[config.mk]
export PLATFORM = sky130hd
export DESIGN_NAME = wrsi_top
export DESIGN_NICKNAME = d
export VERILOG_FILES = /design/src/logic/wrsi_top.v
export VERILOG_INCLUDE_DIRS = /design/src /design/src/logic
export SDC_FILE = /design/constraint.sdc
export NUM_CORES = 1
export LEC_CHECK = 0
export BUFFER_PORTS_ARGS = -buffer_cell sky130_fd_sc_hd__buf_2
export CAP_MARGIN = 40
export CORE_MARGIN = 4
export CORE_UTILIZATION = 30
export CTS_CLUSTER_DIAMETER = 30
export CTS_CLUSTER_SIZE = 10
export DETAILED_ROUTE_END_ITERATION = 6
export PLACE_DENSITY = 0.67
export SLEW_MARGIN = 20
export SYNTH_ARGS = -nofsm -noshare
export SYNTH_HDL_FRONTEND = slang
export SYNTH_SLANG_ARGS = --single-unit
[constraint.sdc]
create_clock -name clock_in -period 2.2 [get_ports clock_in]
set_clock_uncertainty 0.2 [all_clocks]
set_input_delay 0.11 -clock clock_in [delete_from_list [all_inputs] [get_ports clock_in]]
set_output_delay 0.11 -clock clock_in [all_outputs]
set_load 0.1 [all_outputs]
[src/logic/wrsi_defines.vh]
// Constants for the wake-up and reset state initialiser.
// Assumes inclusion by bare name from design and bench files.
`ifndef WRSI_DEFINES_VH
`define WRSI_DEFINES_VH

// APB byte addresses, one aligned 32-bit word each
`define WRSI_ADDR_STATUS 8'h00
`define WRSI_ADDR_MASK 8'h04
`define WRSI_ADDR_CLASS 8'h08
`define WRSI_ADDR_TOS 8'h0C
`define WRSI_ADDR_SPTR 8'h10
`define WRSI_ADDR_GIE 8'h14
`define WRSI_ADDR_PA_LATCH 8'h18
`define WRSI_ADDR_PA_DIR 8'h1C
`define WRSI_ADDR_PA_PIN 8'h20
`define WRSI_ADDR_WAKE_FLAGS 8'h24

// Event status bit positions
`define WRSI_EV_POWER 0
`define WRSI_EV_EXTERNAL 1
`define WRSI_EV_WAKE 2
`define WRSI_EV_VECTOR 3
`define WRSI_EV_STACK_FULL 4
`define WRSI_EV_W 5

// Global enable bit positions
`define WRSI_GIE_HIGH 0
`define WRSI_GIE_LOW 1

// Reset class codes
`define WRSI_CLASS_NONE 2'h0
`define WRSI_CLASS_POWER 2'h1
`define WRSI_CLASS_EXTERNAL 2'h2
`define WRSI_CLASS_WAKE 2'h3

// Interrupt vector addresses
`define WRSI_VEC_HIGH 21'h000008
`define WRSI_VEC_LOW 21'h000018

// Oscillator mode encodings that keep port A bit 6
`define WRSI_OSC_EXT_IO 4'h5
`define WRSI_OSC_RC_IO 4'h7

// Port A direction reset value and stack pointer constants
`define WRSI_PA_DIR_RST 7'h7F
`define WRSI_SPTR_FULL_BIT 7
`define WRSI_SPTR_TOP 5'h1F

`endif

[src/logic/wrsi_top.v]
// Wake-up and reset state initialiser: classifies reset events, sets the
// return stack, vector load and port A bit 6 gating, with an APB slave.
// Assumes reset event inputs come from same-clock logic except the
// external master clear pin and port A pins, which are synchronised here.
// How it works
// - Interrupt wake with enable loads vector
// - Interrupt wake with enable saves PC into stack top
// - Interrupt wake with enable advances return stack pointer
// - Interrupt wake leaves a source flag set
// - Port A bit 6 only in I/O oscillator modes
// - Absent port A bit 6 reads zero
// - Unimplemented bits always read zero
//
// The APB interface to the registers and the register offsets were decided locally.
`timescale 1ns/1ps
`include "wrsi_defines.vh"

module wrsi_top #(
    parameter SRC_W = 8,                    // Wake source flag count
    parameter BIT6_PRESENT = 1              // Port A bit 6 exists
) (
    input wire clock_in,                    // Core clock, 200 MHz
    input wire sys_rst_in,                  // Sync reset, active high
    input wire psel_in,                     // APB select
    input wire penable_in,                  // APB enable
    input wire pwrite_in,                   // APB write
    input wire [7:0] paddr_in,              // APB byte address
    input wire [31:0] pwdata_in,            // APB write data
    output wire [31:0] prdata_out,          // APB read data
    output wire pready_out,                 // APB ready
    output wire pslverr_out,                // APB error, unmapped
    input wire power_on_rst_in,             // Power-on reset level
    input wire brown_out_rst_in,            // Brown-out reset level
    input wire ext_master_clear_n_in,       // Master clear pin, low
    input wire watchdog_rst_in,             // Watchdog reset level
    input wire reset_instr_in,              // Reset instruction
    input wire stack_rst_in,                // Stack over/underflow
    input wire wake_watchdog_in,            // Wake by watchdog
    input wire wake_irq_in,                 // Wake by interrupt
    input wire wake_high_prio_in,           // Wake source is high prio
    input wire [SRC_W-1:0] irq_src_in,      // Sources pending at wake
    input wire [20:0] pc_in,                // Current program counter
    input wire [3:0] osc_mode_in,           // Oscillator configuration
    input wire [6:0] port_a_pin_in,         // Port A pin levels
    output wire pc_load_out,                // Vector load pulse
    output wire [20:0] pc_value_out,        // Vector to load
    output wire [4:0] stack_top_upper_byte_out, // Stack top upper
    output wire [7:0] stack_top_high_byte_out,  // Stack top high
    output wire [7:0] stack_top_low_byte_out,   // Stack top low
    output wire [7:0] return_stack_pointer_out, // Stack pointer
    output wire [SRC_W:0] peripheral_irq_flag_regs_out, // Wake flags
    output wire [1:0] high_low_gie_out,     // Global enables
    output wire [6:0] port_a_output_latch_out, // Port A drive value
    output wire [6:0] port_a_oe_n_out,      // Port A enable, low
    output wire [1:0] reset_class_out,      // Last applied class
    output wire irq_out                     // Level interrupt
);

    // Masks port A bit 6 off when it is disabled or absent
    function [6:0] pa_mask;
        input [6:0] v;
        input en;
        begin
            pa_mask = {v[6] & en, v[5:0]};
        end
    endfunction

    // Address decode for the APB slave
    function addr_hit;
        input [7:0] a;
        begin
            case (a)
                `WRSI_ADDR_STATUS, `WRSI_ADDR_MASK, `WRSI_ADDR_CLASS,
                `WRSI_ADDR_TOS, `WRSI_ADDR_SPTR, `WRSI_ADDR_GIE,
                `WRSI_ADDR_PA_LATCH, `WRSI_ADDR_PA_DIR, `WRSI_ADDR_PA_PIN,
                `WRSI_ADDR_WAKE_FLAGS: addr_hit = 1'b1;
                default: addr_hit = 1'b0;
            endcase
        end
    endfunction

    reg emc_s1_r;                       // Pin sync stage 1
    reg emc_s2_r;                       // Pin sync stage 2
    reg [6:0] pa_s1_r;                  // Port sync stage 1
    reg [6:0] pa_s2_r;                  // Port sync stage 2
    reg [1:0] pend_class_r;             // Class awaiting release
    reg pend_irq_r;                     // Interrupt wake seen
    reg pend_hi_r;                      // High priority wake seen
    reg [SRC_W-1:0] pend_src_r;         // Sources seen during wake
    reg [1:0] class_r;                  // Last applied class
    reg [20:0] tos_r;                   // Stack top, 21 bits
    reg [4:0] sp_r;                     // Stack pointer count
    reg sp_full_r;                      // Stack full flag
    reg sp_unf_r;                       // Stack underflow flag
    reg [1:0] gie_r;                    // Global enables
    reg [6:0] pa_latch_r;               // Port A output latch
    reg [6:0] pa_dir_r;                 // Port A direction, 1 input
    reg [SRC_W:0] wake_flags_r;         // Wake flags, top is unknown
    reg [`WRSI_EV_W-1:0] status_r;      // Sticky event bits
    reg [`WRSI_EV_W-1:0] mask_r;        // Interrupt mask
    reg pc_load_r;                      // Vector load pulse
    reg [20:0] pc_value_r;              // Vector value
    reg [31:0] prdata_r;                // Registered read data
    reg [31:0] rd_nxt;                  // Read mux value
    reg [`WRSI_EV_W-1:0] ev_set;        // Events this cycle

    wire any_pwr;                       // Power class active
    wire any_ext;                       // External class active
    wire any_wake;                      // Wake class active
    wire any_active;                    // Any reset event held
    wire apply;                         // Release edge, apply class
    wire bit6_en;                       // Port A bit 6 usable
    wire wr_acc;                        // APB write access phase
    wire setup;                         // APB setup phase
    wire gie_any;                       // Either global enable
    wire [SRC_W:0] wake_src;            // Flags to set at wake
    wire [7:0] sp_read;                 // Stack pointer as read

    // Two-flop synchronisers for asynchronous pins
    always @(posedge clock_in) begin
        if (sys_rst_in) begin
            emc_s1_r <= 1'b1;
            emc_s2_r <= 1'b1;
            pa_s1_r <= 7'h00;
            pa_s2_r <= 7'h00;
        end else begin
            emc_s1_r <= ext_master_clear_n_in;
            emc_s2_r <= emc_s1_r;
            pa_s1_r <= port_a_pin_in;
            pa_s2_r <= pa_s1_r;
        end
    end

    assign any_pwr = power_on_rst_in | brown_out_rst_in;
    assign any_ext = ~emc_s2_r | watchdog_rst_in | reset_instr_in |
                     stack_rst_in;
    assign any_wake = wake_watchdog_in | wake_irq_in;
    assign any_active = any_pwr | any_ext | any_wake;
    assign apply = ~any_active & (pend_class_r != `WRSI_CLASS_NONE);
    assign gie_any = gie_r[`WRSI_GIE_HIGH] | gie_r[`WRSI_GIE_LOW];
    assign wake_src = (pend_src_r != {SRC_W{1'b0}}) ?
                      {1'b0, pend_src_r} : {1'b1, {SRC_W{1'b0}}};
    assign bit6_en = (BIT6_PRESENT != 0) &&
                     ((osc_mode_in == `WRSI_OSC_EXT_IO) ||
                      (osc_mode_in == `WRSI_OSC_RC_IO));
    assign sp_read = {sp_full_r, sp_unf_r, 1'b0, sp_r};
    assign setup = psel_in & ~penable_in;
    assign wr_acc = psel_in & penable_in & pwrite_in & addr_hit(paddr_in);

    // Collects the highest priority class while events are held
    always @(posedge clock_in) begin
        if (sys_rst_in) begin
            pend_class_r <= `WRSI_CLASS_NONE;
            pend_irq_r <= 1'b0;
            pend_hi_r <= 1'b0;
            pend_src_r <= {SRC_W{1'b0}};
        end else if (any_active) begin
            if (any_pwr) begin
                pend_class_r <= `WRSI_CLASS_POWER;
            end else if (any_ext &&
                         pend_class_r != `WRSI_CLASS_POWER) begin
                pend_class_r <= `WRSI_CLASS_EXTERNAL;
            end else if (pend_class_r == `WRSI_CLASS_NONE) begin
                pend_class_r <= `WRSI_CLASS_WAKE;
            end
            if (wake_irq_in) begin
                pend_irq_r <= 1'b1;
                pend_hi_r <= pend_hi_r | wake_high_prio_in;
                pend_src_r <= pend_src_r | irq_src_in;
            end
        end else begin
            // Released: clear for the next event
            pend_class_r <= `WRSI_CLASS_NONE;
            pend_irq_r <= 1'b0;
            pend_hi_r <= 1'b0;
            pend_src_r <= {SRC_W{1'b0}};
        end
    end

    // Events that raise sticky status bits
    always @* begin
        ev_set = {`WRSI_EV_W{1'b0}};
        if (apply) begin
            case (pend_class_r)
                `WRSI_CLASS_POWER: ev_set[`WRSI_EV_POWER] = 1'b1;
                `WRSI_CLASS_EXTERNAL: ev_set[`WRSI_EV_EXTERNAL] = 1'b1;
                `WRSI_CLASS_WAKE: begin
                    ev_set[`WRSI_EV_WAKE] = 1'b1;
                    ev_set[`WRSI_EV_VECTOR] = pend_irq_r & gie_any;
                    ev_set[`WRSI_EV_STACK_FULL] = pend_irq_r & gie_any &
                        (sp_r == `WRSI_SPTR_TOP);
                end
                default: ev_set = {`WRSI_EV_W{1'b0}};
            endcase
        end
    end

    // Stack, vector and class state applied per reset class
    always @(posedge clock_in) begin
        if (sys_rst_in) begin
            class_r <= `WRSI_CLASS_POWER;
            tos_r <= 21'h000000;
            sp_r <= 5'h00;
            sp_full_r <= 1'b0;
            sp_unf_r <= 1'b0;
            pc_load_r <= 1'b0;
            pc_value_r <= 21'h000000;
        end else begin
            pc_load_r <= 1'b0;
            if (apply) begin
                class_r <= pend_class_r;
                case (pend_class_r)
                    // Power class clears the stack top, pointer and both pointer flags
                    `WRSI_CLASS_POWER: begin
                        tos_r <= 21'h000000;
                        sp_r <= 5'h00;
                        sp_full_r <= 1'b0;
                        sp_unf_r <= 1'b0;
                    end
                    // External class keeps the pointer flags
                    `WRSI_CLASS_EXTERNAL: begin
                        tos_r <= 21'h000000;
                        sp_r <= 5'h00;
                    end
                    `WRSI_CLASS_WAKE: begin
                        if (pend_irq_r && gie_any) begin
                            pc_load_r <= 1'b1;
                            pc_value_r <= pend_hi_r ? `WRSI_VEC_HIGH :
                                                      `WRSI_VEC_LOW;
                            tos_r <= pc_in;
                            sp_r <= sp_r + 5'h01;
                            if (sp_r == `WRSI_SPTR_TOP) begin
                                sp_full_r <= 1'b1;
                            end
                        end
                    end
                    default: class_r <= class_r;
                endcase
            end
        end
    end

    // Software registers; hardware class effects win over writes
    always @(posedge clock_in) begin
        if (sys_rst_in) begin
            gie_r <= 2'h0;
            pa_latch_r <= 7'h00;
            pa_dir_r <= `WRSI_PA_DIR_RST;
            mask_r <= {`WRSI_EV_W{1'b0}};
        end else begin
            if (wr_acc) begin
                case (paddr_in)
                    `WRSI_ADDR_MASK: mask_r <= pwdata_in[`WRSI_EV_W-1:0];
                    `WRSI_ADDR_GIE: gie_r <= pwdata_in[1:0];
                    `WRSI_ADDR_PA_LATCH: pa_latch_r <= pwdata_in[6:0];
                    `WRSI_ADDR_PA_DIR: pa_dir_r <= pwdata_in[6:0];
                    default: mask_r <= mask_r;
                endcase
            end
            if (apply && (pend_class_r == `WRSI_CLASS_POWER ||
                          pend_class_r == `WRSI_CLASS_EXTERNAL)) begin
                gie_r <= 2'h0;
                pa_latch_r <= 7'h00;
                pa_dir_r <= `WRSI_PA_DIR_RST;
            end
        end
    end

    // Sticky bits: write one clears, a set in the same cycle wins
    always @(posedge clock_in) begin
        if (sys_rst_in) begin
            status_r <= {`WRSI_EV_W{1'b0}};
            wake_flags_r <= {(SRC_W+1){1'b0}};
        end else begin
            status_r <= (status_r &
                ~((wr_acc && paddr_in == `WRSI_ADDR_STATUS) ?
                  pwdata_in[`WRSI_EV_W-1:0] : {`WRSI_EV_W{1'b0}})) |
                ev_set;
            if (apply && pend_class_r == `WRSI_CLASS_POWER) begin
                wake_flags_r <= {(SRC_W+1){1'b0}};
            end else begin
                wake_flags_r <= (wake_flags_r &
                    ~((wr_acc && paddr_in == `WRSI_ADDR_WAKE_FLAGS) ?
                      pwdata_in[SRC_W:0] : {(SRC_W+1){1'b0}})) |
                    ((apply && pend_class_r == `WRSI_CLASS_WAKE &&
                      pend_irq_r) ? wake_src : {(SRC_W+1){1'b0}});
            end
        end
    end

    // Read mux; reserved bits stay zero
    always @* begin
        rd_nxt = 32'h00000000;
        case (paddr_in)
            `WRSI_ADDR_STATUS: rd_nxt[`WRSI_EV_W-1:0] = status_r;
            `WRSI_ADDR_MASK: rd_nxt[`WRSI_EV_W-1:0] = mask_r;
            `WRSI_ADDR_CLASS: rd_nxt[1:0] = class_r;
            `WRSI_ADDR_TOS: rd_nxt[20:0] = tos_r;
            `WRSI_ADDR_SPTR: rd_nxt[7:0] = sp_read;
            `WRSI_ADDR_GIE: rd_nxt[1:0] = gie_r;
            `WRSI_ADDR_PA_LATCH: rd_nxt[6:0] = pa_mask(pa_latch_r, bit6_en);
            `WRSI_ADDR_PA_DIR: rd_nxt[6:0] = pa_mask(pa_dir_r, bit6_en);
            `WRSI_ADDR_PA_PIN: rd_nxt[6:0] = pa_mask(pa_s2_r, bit6_en);
            `WRSI_ADDR_WAKE_FLAGS: rd_nxt[SRC_W:0] = wake_flags_r;
            default: rd_nxt = 32'h00000000;
        endcase
    end

    // Read data captured in setup, so access needs no wait state
    always @(posedge clock_in) begin
        if (sys_rst_in) begin
            prdata_r <= 32'h00000000;
        end else if (setup) begin
            prdata_r <= rd_nxt;
        end
    end

    assign prdata_out = prdata_r;
    assign pready_out = 1'b1;
    assign pslverr_out = psel_in & penable_in & ~addr_hit(paddr_in);
    assign pc_load_out = pc_load_r;
    assign pc_value_out = pc_value_r;
    assign stack_top_upper_byte_out = tos_r[20:16];
    assign stack_top_high_byte_out = tos_r[15:8];
    assign stack_top_low_byte_out = tos_r[7:0];
    assign return_stack_pointer_out = sp_read;
    assign peripheral_irq_flag_regs_out = wake_flags_r;
    assign high_low_gie_out = gie_r;
    assign port_a_output_latch_out = pa_mask(pa_latch_r, bit6_en);
    assign port_a_oe_n_out = {pa_dir_r[6] | ~bit6_en, pa_dir_r[5:0]};
    assign reset_class_out = class_r;
    assign irq_out = |(status_r & mask_r);

endmodule // wrsi_top

==> flow_summary.ini <==
[outcome]
outcome = complete, but fails checks
violations = hold timing

[grt]
grt_pass1_vias = 5173
grt-ovfl-total = 0
antenna_found_initial = 0
grt_max_degree = 33
grt_pass1_wl_mm = 28.1
grt_usage = 0.179

[die]
die_area_um2 = 20000
die_h_um = 141
rows = 48
num_io_pins = 207
die_w_um = 141
initial_core_util = 0.308
core_area_um2 = 17400

[routing]
drt-wirelength-per-cell_um = 17.6
final_antenna_net_count = 0
drt_iter0_drc = 366
vias = 5213
drt_first_pass_iters = 5
vias_per_cell = 4.98
drcViolationCount = 0
wl_mm = 18.4

[worst_setup_path]
r2r-start = pend_class_r[1]
crit_start = power_on_rst_in
endpoint_kind = flip-flop
required_ps = 2360
cp_max_fo = 12
startpoint_type = input pin
rrSetupSlack_ps = 90
cp.arrival_ps = 2310
path_class = input pin to flip-flop

[layout]
regArea_um2 = 2320
area_growth_pct = 41.1
num_antenna_cells = 0
final_cell_mix = 149 x buf_2, 114 x dfxtp_1, 66 x dlygate4sd3_1
fillers = 1698
multi_input_area_um2 = 2580
finish.instance_area_um2 = 7540
nets = 910
layout.cells.non_filler = 1046
drive_gt1_frac = 0.292
final_common_cell = buf_2

[power_and_ir_drop]
p_leak_nw = 3.25
ir_drop_mv = 0.509
total_power_mw = 5.36
power_density_nw_per_um2 = 712

[timing]
relSlewSlack = 0.531
post-route-min-period_ps = 2150
drv_slew = 0
finalSetupViolCount = 0
rsz0062_at_grt = false
tns_ps = 0
finalCritPeriodShare = 0.976
final_hold_viol_count = 1
holdWs_ps = -20.0
fmax_mhz = 466
worst_slew_pin_slew_ps = 685

[synthesis]
synthArstFlopShare = 0
ys_seq_area_frac = 0.435
synth-edff-count = 0
synthCells = 589
synth_ff_type = dfxtp_1
syn_area_per_cell_um2 = 9.07
ys_types = 61
yosys_register_bits = 116
syn_area_um2 = 5340
ys_warn_count = 0

[clock_tree]
ctsHoldBuffers = 66
cts_inserted_buffers = 17
path_clk_slew_ps = 50
worstSkewPairLatency_ps = 420
clock_sinks = 116
root_buffer = clkbuf_16
cts_max_path_buffers = 2
cts_tree = yes
post_cts_buffers = 0
cts_htree_levels = 4

[placement]
numPlacedInstances = 948
placed_cell_area_um2 = 6280
routabilityCongestion = 0.963
port_buffers = 149
dp_hpwl_mm = 13.3

[worst_hold_path]
min-delay-start = reset_instr_in
hold_path.class = input pin to flip-flop

[run]
cap_violations = 0
## cell families (layout without fill, tap and decap cells)
| kind of cell | Yosys count | after routing | share of synthesized area |
|---|---|---|---|
| adders and majority gates | 6 | 6 | 0.0141 |
| AOI/OAI and AO/OA | 147 | 147 | 0.186 |
| and+or+nand+nor | 194 | 194 | 0.208 |
| DFF | 116 | 116 | 0.435 |
| muxes | 25 | 25 | 0.0473 |
| other | 2 | 33 | 0.00141 |
| buffers and inverters | 99 | 300 | 0.109 |
## worst max-delay path, stage by stage
cell           delay, ps
dlygate4sd3_1        530
buf_2                130
or4_4                440
or4_4                580
nor2_8               180
clkbuf_16            200
a22o_1               120
## registers in the layout (all words and copies together) (netlist names), 2 cells and up
register,cells
high_low_gie_out,2
mask_r,5
pa_dir_r,7
pa_latch_r,7
pa_s1_r,7
pa_s2_r,7
pc_value_out,2
pend_class_r,2
pend_src_r,8
peripheral_irq_flag_regs_out,9
prdata_out,21
reset_class_out,2
sp_r,5
status_r,5
tos_r,21
## layout make-up
cell class,instances,area share
Clock buffer,19,0.0588
Clock inverter,11,0.0118
Inverter,17,0.00847
Multi-Input combinational cell,405,0.343
Sequential cell,116,0.308
Tap cell,225,0.0374
Timing Repair Buffer,253,0.232
## cells in the mapped netlist (all sizes together), types with 3 or more instances
library cell	number	share of area
a22o	23	0.038
o211ai	6	0.0084
nand3	17	0.016
a21oi	42	0.039
mux2i	23	0.043
clkbuf	22	0.015
or3	4	0.0047
o21ai	23	0.022
nor4b	5	0.0094
ha	6	0.014
or4b	3	0.0056
a22oi	15	0.021
nor3	10	0.011
buf	60	0.081
a211oi	5	0.0070
nand4b	4	0.0066
and3	6	0.0070
nand4	4	0.0047
o32ai	4	0.0066
o31ai	6	0.0084
inv	17	0.012
nor2	50	0.038
nand2	35	0.025
nor4	10	0.017
or4	5	0.0084
dfxtp	116	0.43
nor2b	18	0.021
a221oi	5	0.0082
a2111oi	5	0.0082
nand3b	10	0.014
## through the flow
stage / worst slack, ps / utilization
3_5_place_dp: 80.9 / 0.362
6_report: 52.4 / 0.434
5_1_grt: 1.73 / 0.434
2_1_floorplan: 32.7 / -
3_3_place_gp: 106 / 0.362
4_1_cts: 23.2 / 0.431
## repair_timing
action / in CTS / in global routing
gates resized for setup: 0 / 5
setup endpoints to repair: 0 / 44
hold endpoints to repair: 82 / 1
## routing by layer
layer	global-route usage	share of wire
met5	0	0
met4	0.0763	0.033
met3	0.0468	0.071
met2	0.290	0.47
met1	0.226	0.43
## where the power goes
group,internal [mW],total (mW),switching [mW]
Sequential,2.14,2.16,0.0220
Clock,1.55,2.50,0.950
Combinational,0.213,0.706,0.492
## worst paths after layout
path                       to  cells after the start
setup reg to reg     tos_r[5]                      6
hold reg to reg      emc_s2_r                      1
setup / recovery     tos_r[5]                      7
hold / removal    status_r[3]                      4
(Power assumes the default switching activity.)
